[config.mk]
export PLATFORM = sky130hd
export DESIGN_NAME = qdsl_dev_flat
export DESIGN_NICKNAME = d
export VERILOG_FILES = /design/src/qdsl_pkg.sv /design/src/qdsl_link_if.sv /design/src/qdsl_dev.sv /design/src/flat_wrapper.sv
export SDC_FILE = /design/constraint.sdc
export NUM_CORES = 2
export LEC_CHECK = 0
export BUFFER_PORTS_ARGS = -buffer_cell sky130_fd_sc_hd__buf_2
export CAP_MARGIN = 20
export CORE_AREA = 2 2 269 536
export CTS_CLUSTER_DIAMETER = 30
export DETAILED_ROUTE_END_ITERATION = 10
export DIE_AREA = 0 0 271 538
export PLACE_DENSITY = 0.61
export SLEW_MARGIN = 10
export SYNTH_ARGS = -nofsm -noshare
export SYNTH_HDL_FRONTEND = slang
export SYNTH_SLANG_ARGS = --single-unit
[constraint.sdc]
create_clock -name ref_clk -period 7.9 [get_ports ref_clk]
set_input_delay 0.395 -clock ref_clk [delete_from_list [all_inputs] [get_ports ref_clk]]
set_output_delay 0.395 -clock ref_clk [all_outputs]
set_load 0.02 [all_outputs]
[src/qdsl_pkg.sv]
// Operation
// - Device shifts 24-bit frames in, MSB first
// - Data bit sampled on serial clock falling edge
// - Check enabled adds eight check bits, 32 total
// - Strobe low during frame updates on select rise
// - Strobe high keeps only first write pending
// - Strobe falling after frame updates all channels holding a pending code
// - Loop outputs stay disabled until explicitly enabled
// - Codes are unsigned straight binary only
// - Top four bits thermometer, low twelve ladder
// - Three ranges per channel via control word
// - Current is span times code over 65536, plus the 4 mA pedestal in the 4-20 range
// - Four separate 16-bit channel data registers
package qdsl_pkg;
    localparam int NCH = 4;
    localparam int CH_W = 2;
    localparam int CODE_W = 16;
    localparam int WORD_W = 24;
    localparam int PEC_W = 8;
    localparam int FRAME_PEC_W = 32;
    localparam int CNT_W = 6;
    localparam int TOP_W = 4;
    localparam int SEG_W = 15;
    localparam int LAD_W = 12;
    localparam int CUR_W = 32;
    localparam int PROD_W = 48;

    // Frame word fields
    localparam int SEL_HI = 23;
    localparam int SEL_LO = 21;
    localparam int CH_HI = 17;
    localparam int CH_LO = 16;
    localparam logic [2:0] SEL_DATA = 3'h0;
    localparam logic [2:0] SEL_CTRL = 3'h1;
    localparam int RANGE_HI = 1;
    localparam int RANGE_LO = 0;
    localparam int OUTEN_BIT = 2;

    // Frame lengths as counter values
    localparam logic [CNT_W-1:0] LEN_PLAIN = 6'h18;
    localparam logic [CNT_W-1:0] LEN_PEC = 6'h20;
    localparam logic [CNT_W-1:0] CNT_MAX = 6'h3F;

    // Link signal positions inside the synchroniser vectors
    localparam int IX_SCLK = 3;
    localparam int IX_SYNC = 2;
    localparam int IX_SDIN = 1;
    localparam int IX_LOAD = 0;

    // Check code generator
    localparam logic [PEC_W-1:0] CRC_POLY = 8'h07;
    localparam logic [PEC_W-1:0] CRC_INIT = 8'h00;

    // Output ranges
    typedef enum logic [1:0] {
        QDSL_R0_20 = 2'h0,
        QDSL_R0_24 = 2'h1,
        QDSL_R4_20 = 2'h2
    } qdsl_range_e;
    localparam logic [CUR_W-1:0] SPAN_20_NA = 32'h01312D00;
    localparam logic [CUR_W-1:0] SPAN_24_NA = 32'h016E3600;
    localparam logic [CUR_W-1:0] SPAN_16_NA = 32'h00F42400;
    localparam logic [CUR_W-1:0] PED_4_NA = 32'h003D0900;

    // Timing of the host end
    localparam int CLK_MHZ = 100;
    localparam int SCLK_HALF_NS = 40;
    localparam int GAP_NS = 80;
    localparam int LOAD_PULSE_NS = 80;
    localparam int TMR_W = 8;
    localparam logic [TMR_W-1:0] HALF_CYC = TMR_W'((SCLK_HALF_NS * CLK_MHZ + 999) / 1000);
    localparam logic [TMR_W-1:0] GAP_CYC = TMR_W'((GAP_NS * CLK_MHZ + 999) / 1000);
    localparam logic [TMR_W-1:0] LOAD_CYC = TMR_W'((LOAD_PULSE_NS * CLK_MHZ + 999) / 1000);

    // Check code over one 24-bit word, MSB first
    function automatic logic [PEC_W-1:0] crc8(input logic [WORD_W-1:0] d);
        logic [PEC_W-1:0] c;
        c = CRC_INIT;
        for (int i = WORD_W - 1; i >= 0; i--) begin
            c = (c[PEC_W-1] ^ d[i]) ? ({c[PEC_W-2:0], 1'b0} ^ CRC_POLY) : {c[PEC_W-2:0], 1'b0};
        end
        return c;
    endfunction
endpackage

[src/qdsl_link_if.sv]
`timescale 1ns/10ps
// Three-wire link plus load strobe between host and converter
interface qdsl_link_if;
    logic sclk;
    logic sync_n;
    logic sdin;
    logic load_strobe_n;

    modport host (
        output sclk,
        output sync_n,
        output sdin,
        output load_strobe_n
    );
    modport dev (
        input sclk,
        input sync_n,
        input sdin,
        input load_strobe_n
    );
endinterface

[src/qdsl_dev.sv]
`timescale 1ns/10ps
// Converter end: serial load, update control, code split and current
module qdsl_dev (
    input wire logic ref_clk, // System clock
    input wire logic arst_n, // Async reset
    qdsl_link_if.dev link, // Serial link from host
    input wire logic pec_enable, // Check bits expected
    output logic [qdsl_pkg::NCH-1:0][qdsl_pkg::CUR_W-1:0] loop_current_na, // Current in nA
    output logic [qdsl_pkg::NCH-1:0] loop_current_output, // Output driven, else high-z
    output logic [qdsl_pkg::NCH-1:0][qdsl_pkg::SEG_W-1:0] segment_switches, // Segment controls
    output logic [qdsl_pkg::NCH-1:0][qdsl_pkg::LAD_W-1:0] ladder_switches, // Ladder controls
    output logic frame_done, // Good frame taken
    output logic frame_error // Frame dropped
);
    // Synchronisers and edge history
    logic [3:0] s1_r;
    logic [3:0] s2_r;
    logic [3:0] s3_r;
    logic sclk_fall;
    logic sync_low;
    logic sync_rise;
    logic load_fall;
    logic load_low;

    // Shift state
    logic [qdsl_pkg::FRAME_PEC_W-1:0] shift_r;
    logic [qdsl_pkg::FRAME_PEC_W-1:0] shift_nxt;
    logic [qdsl_pkg::CNT_W-1:0] cnt_r;
    logic [qdsl_pkg::CNT_W-1:0] cnt_nxt;

    // Frame decode
    logic [qdsl_pkg::WORD_W-1:0] word;
    logic [qdsl_pkg::CNT_W-1:0] frame_len;
    logic crc_ok;
    logic frame_ok;
    logic frame_bad;
    logic [qdsl_pkg::CH_W-1:0] ch;
    logic [2:0] sel;
    logic [qdsl_pkg::CODE_W-1:0] code;

    // Channel state
    logic [qdsl_pkg::NCH-1:0][qdsl_pkg::CODE_W-1:0] data_r;
    logic [qdsl_pkg::NCH-1:0][qdsl_pkg::CODE_W-1:0] data_nxt;
    logic [qdsl_pkg::NCH-1:0][qdsl_pkg::CODE_W-1:0] pend_r;
    logic [qdsl_pkg::NCH-1:0][qdsl_pkg::CODE_W-1:0] pend_nxt;
    logic [qdsl_pkg::NCH-1:0][qdsl_pkg::CODE_W-1:0] act_r;
    logic [qdsl_pkg::NCH-1:0][qdsl_pkg::CODE_W-1:0] act_nxt;
    logic [qdsl_pkg::NCH-1:0] held_r;
    logic [qdsl_pkg::NCH-1:0] held_nxt;
    logic [qdsl_pkg::NCH-1:0][1:0] range_r;
    logic [qdsl_pkg::NCH-1:0][1:0] range_nxt;
    logic [qdsl_pkg::NCH-1:0] oen_r;
    logic [qdsl_pkg::NCH-1:0] oen_nxt;

    // Output next values
    logic [qdsl_pkg::NCH-1:0][qdsl_pkg::CUR_W-1:0] cur_nxt;
    logic [qdsl_pkg::NCH-1:0][qdsl_pkg::SEG_W-1:0] seg_nxt;
    logic [qdsl_pkg::NCH-1:0][qdsl_pkg::LAD_W-1:0] lad_nxt;
    logic done_nxt;
    logic err_nxt;

    // Two flip-flops on every link pin, third stage only for edges
    always_ff @(posedge ref_clk or negedge arst_n) begin
        if (!arst_n) begin
            s1_r <= 4'hD;
            s2_r <= 4'hD;
            s3_r <= 4'hD;
        end else begin
            s1_r <= {link.sclk, link.sync_n, link.sdin, link.load_strobe_n};
            s2_r <= s1_r;
            s3_r <= s2_r;
        end
    end

    // Edge and level detection on synchronised link signals
    assign sclk_fall = s3_r[qdsl_pkg::IX_SCLK] & ~s2_r[qdsl_pkg::IX_SCLK];
    assign sync_low = ~s2_r[qdsl_pkg::IX_SYNC];
    assign sync_rise = ~s3_r[qdsl_pkg::IX_SYNC] & s2_r[qdsl_pkg::IX_SYNC];
    assign load_fall = s3_r[qdsl_pkg::IX_LOAD] & ~s2_r[qdsl_pkg::IX_LOAD];
    assign load_low = ~s2_r[qdsl_pkg::IX_LOAD];

    // Shift register fills MSB first while select is low
    always_comb begin
        shift_nxt = shift_r;
        cnt_nxt = cnt_r;
        if (!sync_low) begin
            cnt_nxt = '0;
        end else if (sclk_fall) begin
            shift_nxt = {shift_r[qdsl_pkg::FRAME_PEC_W-2:0], s2_r[qdsl_pkg::IX_SDIN]};
            if (cnt_r != qdsl_pkg::CNT_MAX) begin
                cnt_nxt = cnt_r + 1'b1;
            end
        end
    end

    always_ff @(posedge ref_clk or negedge arst_n) begin
        if (!arst_n) begin
            shift_r <= '0;
            cnt_r <= '0;
        end else begin
            shift_r <= shift_nxt;
            cnt_r <= cnt_nxt;
        end
    end

    // Frame length and check code, judged when select rises
    always_comb begin
        frame_len = pec_enable ? qdsl_pkg::LEN_PEC : qdsl_pkg::LEN_PLAIN;
        word = pec_enable ? shift_r[qdsl_pkg::FRAME_PEC_W-1:qdsl_pkg::PEC_W]
                          : shift_r[qdsl_pkg::WORD_W-1:0];
        crc_ok = !pec_enable || (qdsl_pkg::crc8(word) == shift_r[qdsl_pkg::PEC_W-1:0]);
        frame_ok = sync_rise && (cnt_r == frame_len) && crc_ok;
        frame_bad = sync_rise && (cnt_r != '0) && !frame_ok;
        ch = word[qdsl_pkg::CH_HI:qdsl_pkg::CH_LO];
        sel = word[qdsl_pkg::SEL_HI:qdsl_pkg::SEL_LO];
        code = word[qdsl_pkg::CODE_W-1:0];
    end

    // Data, pending and active codes per channel
    always_comb begin
        data_nxt = data_r;
        pend_nxt = pend_r;
        act_nxt = act_r;
        held_nxt = held_r;
        range_nxt = range_r;
        oen_nxt = oen_r;
        if (load_fall) begin
            for (int i = 0; i < qdsl_pkg::NCH; i++) begin
                if (held_r[i]) begin
                    act_nxt[i] = pend_r[i];
                end
            end
            held_nxt = '0;
        end
        if (frame_ok && sel == qdsl_pkg::SEL_DATA) begin
            data_nxt[ch] = code;
            if (load_low) begin
                act_nxt[ch] = code;
            end else if (!held_r[ch]) begin
                pend_nxt[ch] = code;
                held_nxt[ch] = 1'b1;
            end
        end else if (frame_ok && sel == qdsl_pkg::SEL_CTRL) begin
            range_nxt[ch] = code[qdsl_pkg::RANGE_HI:qdsl_pkg::RANGE_LO];
            oen_nxt[ch] = code[qdsl_pkg::OUTEN_BIT];
        end
    end

    always_ff @(posedge ref_clk or negedge arst_n) begin
        if (!arst_n) begin
            data_r <= '0;
            pend_r <= '0;
            act_r <= '0;
            held_r <= '0;
            range_r <= '0;
            oen_r <= '0;
        end else begin
            data_r <= data_nxt;
            pend_r <= pend_nxt;
            act_r <= act_nxt;
            held_r <= held_nxt;
            range_r <= range_nxt;
            oen_r <= oen_nxt;
        end
    end

    // Code split into switch controls and current per range
    always_comb begin
        logic [qdsl_pkg::CUR_W-1:0] span;
        logic [qdsl_pkg::CUR_W-1:0] ped;
        logic [qdsl_pkg::PROD_W-1:0] prod;
        span = '0;
        ped = '0;
        prod = '0;
        cur_nxt = '0;
        seg_nxt = '0;
        lad_nxt = '0;
        for (int i = 0; i < qdsl_pkg::NCH; i++) begin
            for (int j = 0; j < qdsl_pkg::SEG_W; j++) begin
                seg_nxt[i][j] = (act_r[i][qdsl_pkg::CODE_W-1:qdsl_pkg::LAD_W]
                                 > qdsl_pkg::TOP_W'(j));
            end
            lad_nxt[i] = act_r[i][qdsl_pkg::LAD_W-1:0];
            case (range_r[i])
                qdsl_pkg::QDSL_R0_24: begin
                    span = qdsl_pkg::SPAN_24_NA;
                    ped = '0;
                end
                qdsl_pkg::QDSL_R4_20: begin
                    span = qdsl_pkg::SPAN_16_NA;
                    ped = qdsl_pkg::PED_4_NA;
                end
                default: begin
                    span = qdsl_pkg::SPAN_20_NA;
                    ped = '0;
                end
            endcase
            prod = qdsl_pkg::PROD_W'(span) * qdsl_pkg::PROD_W'(act_r[i]);
            if (oen_r[i]) begin
                cur_nxt[i] = prod[qdsl_pkg::PROD_W-1:qdsl_pkg::CODE_W] + ped;
            end
        end
        done_nxt = frame_ok;
        err_nxt = frame_bad;
    end

    // Registered outputs
    always_ff @(posedge ref_clk or negedge arst_n) begin
        if (!arst_n) begin
            loop_current_na <= '0;
            loop_current_output <= '0;
            segment_switches <= '0;
            ladder_switches <= '0;
            frame_done <= 1'b0;
            frame_error <= 1'b0;
        end else begin
            loop_current_na <= cur_nxt;
            loop_current_output <= oen_r;
            segment_switches <= seg_nxt;
            ladder_switches <= lad_nxt;
            frame_done <= done_nxt;
            frame_error <= err_nxt;
        end
    end
endmodule

[src/flat_wrapper.sv]
// flat-port wrapper written by rule: the top's interface ports become plain ports
module qdsl_dev_flat 
  (ref_clk, arst_n, pec_enable, loop_current_na, loop_current_output, segment_switches, ladder_switches, frame_done, frame_error, link_sclk, link_sync_n, link_sdin, link_load_strobe_n);
  qdsl_link_if link_i ();
  input wire logic ref_clk;
  input wire logic arst_n;
  input wire logic pec_enable;
  output logic [qdsl_pkg::NCH-1:0][qdsl_pkg::CUR_W-1:0] loop_current_na;
  output logic [qdsl_pkg::NCH-1:0] loop_current_output;
  output logic [qdsl_pkg::NCH-1:0][qdsl_pkg::SEG_W-1:0] segment_switches;
  output logic [qdsl_pkg::NCH-1:0][qdsl_pkg::LAD_W-1:0] ladder_switches;
  output logic frame_done;
  output logic frame_error;
  input wire logic [$bits(link_i.sclk)-1:0] link_sclk;
  input wire logic [$bits(link_i.sync_n)-1:0] link_sync_n;
  input wire logic [$bits(link_i.sdin)-1:0] link_sdin;
  input wire logic [$bits(link_i.load_strobe_n)-1:0] link_load_strobe_n;
  assign link_i.sclk = link_sclk;
  assign link_i.sync_n = link_sync_n;
  assign link_i.sdin = link_sdin;
  assign link_i.load_strobe_n = link_load_strobe_n;
  qdsl_dev u_core (.ref_clk(ref_clk), .arst_n(arst_n), .link(link_i), .pec_enable(pec_enable), .loop_current_na(loop_current_na), .loop_current_output(loop_current_output), .segment_switches(segment_switches), .ladder_switches(ladder_switches), .frame_done(frame_done), .frame_error(frame_error));
endmodule
==> results by group <==
Route
  – # DRC: 0
  – DRT iter0 DRCs: 1931
  – Via density: 4.67
  – Antenna-violating nets left: 0
  – Total Wirelength: 124 mm
  – Vias: 34686
  – DR pass1 iterations: 5
  – WL/cell: 16.7 um

Place
  – Final Wtd Congestion: 0.918
  – Post-place setup slack: -0.265 ns
  – I/O Buffers: 236
  – Placed cell count: 7242
  – Hpwl dp: 100 mm
  – Placed cell areas: 55300 um^2

Outcome
  – Outcome: finished clean

Logic synthesis
  – Synth top area share: 27.5%
  – Synth area leaders: fa_1, dfrtp_1, ha_1, inv_1, mux2i_1
  – Post-synthesis sequential area ratio: 21.5%
  – Number of flops mapped to enable cells by yosys: 0
  – Post-synth top flop: dfrtp_1
  – Post-synth ARST share: 100%
  – #FFs+latches synth: 423
  – Post-synthesis cell count: 4833
  – Synthesized area per cell: 10.2 um^2
  – Mapped cell area: 49300 um^2
  – Warnings, synthesis: 0
  – Yosys top cell by area: fa_1
  – Post-synth cell types: 89

Critical path
  – Setup crit start kind: flip-flop
  – Reg2reg setup slack: 0.03 ns
  – Worst Path Required: 8.46 ns
  – Critical path endpoint: u_core.loop_current_na[120]
  – FF-to-FF End: u_core.loop_current_na[120]
  – Slowest-stage cell, CP: fa_1
  – Reg-to-reg critical path startpoint: u_core.range_r[7]
  – Buf/Inv on CP: 5
  – CP endpoint kind: flip-flop
  – Crit path from: u_core.range_r[7]
  – Top cell by count, worst path: fa_1
  – Critical path class: reg2reg
  – R2R depth: 31
  – Top delay family on crit path: adder cells
  – Critical Path Max Stage Delay: 0.55 ns
  – CP Max Fanout: 10
  – Worst path depth: 31
  – CP arrival: 8.43 ns

Global routing
  – First-pass GRT wire length: 199 mm
  – Initial antenna violation count: 6
  – Largest net degree at the start of global routing: 154
  – Vias in the first global route: 36662
  – Global route overflow: 0
  – GRT Overall Usage: 17.2%

Pwr
  – Sw Share: 47.2%
  – P per Cell Area: 471 nW/um^2
  – Register share of total power: 9.8%
  – Peak VDD IR: 0.678 mV
  – Int Power: 14900 uW
  – Switching power: 13300 uW
  – Leak: 0.0320 uW
  – Logic pwr share: 77.9%
  – Clock power share: 12.3%

Timing
  – PnR worst setup slack: 0.0253 ns
  – Rel. slew slack: 25.3%
  – Fin crit period: 7.87 ns
  – Fin crit share: 99.7%
  – Final slew viol count: 0
  – Final Hold Viols: 0
  – Fmax: 127 MHz
  – Tightest Pin Transition: 1.12 ns
  – Clock Skew: 0.0249 ns
  – RSZ-0062 raised after global routing: true
  – # setup viols final: 0

Clock tree
  – Clk Latency, worst-skew pair: 0.67 ns
  – Num Clock Sinks: 423
  – Clk root buf: clkbuf_16
  – Reg clk slew, reported paths: 0.06 ns
  – TritonCTS clock tree: done
  – CTS Buf Count: 77
  – H-Tree Depth: 3
  – Max clock buf depth: 3

Die
  – Row cnt: 196
  – Chip width: 271 um
  – DIE AREA: 146000 um^2
  – Number of placed I/O pins: 249
  – Placeable core area: 142000 um^2
  – Die Y: 538 um
  – Starting Density: 34.7%

Job
  – Max cap viols: 0

Finish
  – Final #Nets: 6743
  – Design area: 59800 um^2
  – Finished Core Util: 42.1%
  – Fill cell count: 13736
  – Layout cells sized above 1: 21.7%
  – Area growth syn-to-layout: 21.4%
  – Layout Cells excl Fill: 7429

Hold path
  – Hold Path Class: in2async
area by class of cell:
type / instances / area, um^2 / area share, %
Multi-Input combinational cell: 3213 / 35300 / 59.0
Timing Repair Buffer: 689 / 4790 / 8.01
Antenna cell: 1 / 2.50 / 0.00418
Tap cell: 1881 / 2350 / 3.93
Inverter: 1080 / 4060 / 6.78
Clock buffer: 92 / 2080 / 3.49
Sequential cell: 423 / 10600 / 17.7
Clock inverter: 50 / 661 / 1.10
worst reg2reg max path, delay by kind of cell (launching register included):
family	cells	cell delay, ns
adders and majority gates	9	4.00
and+or+nand+nor	11	1.96
AOI/OAI and AO/OA	5	0.72
buffers and inverters	5	0.50
DFF	1	0.44
xor gates and xnor gates	1	0.15
stage by stage:
stage / setup TNS (ns) / hold WS, ns / power [uW]
global route: -1.54 / 0.356 / 31300
floorplan: -0.0349 / 0.0994 / 16400
CTS: -0.0467 / 0.320 / 26700
global placement: -0.426 / 0.342 / 22700
finish: 0 / 0.320 / 28200
detailed placement: -2.11 / 0.350 / 22900
how the worst min path moves through the flow:
stage	depth (start not counted)	to	startpoint
global route	2	u_core.s1_r[2]	link_sync_n
detailed placement	0	u_core.s2_r[3]	u_core.s1_r[3]
finish	2	u_core.ladder_switches[26]	arst_n
floorplan	0	u_core.act_r[0]	arst_n
CTS	2	u_core.s1_r[0]	link_load_strobe_n
global placement	0	u_core.s2_r[1]	u_core.s1_r[1]
cell usage in the layout, fill, tap and decap left out, types with 45 or more instances in the layout:
cell / count
xnor2_1: 123
a21oi_1: 102
nor2b_1: 48
nor2_1: 199
clkbuf_16: 82
nand3_1: 45
mux2i_1: 177
nand2b_1: 106
xor2_1: 75
a21o_1: 52
o21ai_0: 66
ha_1: 537
and2_1: 138
inv_1: 1046
buf_4: 426
fa_1: 649
mux2_2: 86
buf_2: 235
nand2_1: 238
dfrtp_1: 412
logic make-up after synthesis:
group,share of synthesized area [%]
compound gates,6.00
xor+xnor,4.08
fa+ha+maj,42.1
buf+inv,9.55
flops,21.5
mux,6.41
other cells,0.00761
simple gates,10.3
power groups by stage:
stage                     combinational [uW]  sequential, uW  clock (uW)
after floorplan                        13400            2980           0
after global placement                 19900            2820           0
after CTS                              20400            2780        3560
after global routing                   24800            2810        3660
after detailed placement               20000            2810           0
final                                  22000            2770        3460
cell usage after synthesis, types with 29 or more instances:
master,number
dfrtp_1,414
nor2_1,207
mux2i_1,177
fa_1,676
ha_1,576
a21oi_1,129
nand2b_1,120
mux2_2,86
nor2b_1,50
nand2_1,249
xor2_1,78
o21ai_0,83
a21o_1,52
clkbuf_1,93
and3_1,29
inv_1,1075
nand3_1,46
nor3_1,34
and2_1,149
xnor2_1,126
sequential cells by signal, indices dropped and copies added, names as in the netlist:
| signal | flops |
|---|---|
| u_core.s3_r | 3 |
| u_core.oen_r | 4 |
| u_core.held_r | 4 |
| u_core.s1_r | 4 |
| u_core.cnt_r | 6 |
| u_core.pend_r | 64 |
| u_core.loop_current_output | 4 |
| u_core.s2_r | 4 |
| u_core.ladder_switches | 48 |
| u_core.frame_error | 1 |
| u_core.shift_r | 32 |
| u_core.segment_switches | 60 |
| u_core.range_r | 8 |
| u_core.loop_current_na | 116 |
| u_core.act_r | 64 |
| u_core.frame_done | 1 |
what timing repair did:
action | in CTS | in global routing
setup buffers | 3 | 32
setup endpoints to repair | 18 | 39
pin swaps | 16 | 202
resized for setup | 27 | 273
cloned | 0 | 4
hold endpoints to repair | 94 | 0
hold buffers | 5 | 0
metal layers:
layer / wire length (um) / track usage [%]
met5: 7 / 0
met1: 54800 / 22.9
met2: 59800 / 28.9
met3: 6710 / 2.80
met4: 3040 / 4.76
Note: power is estimated with default switching activity, not from simulation.
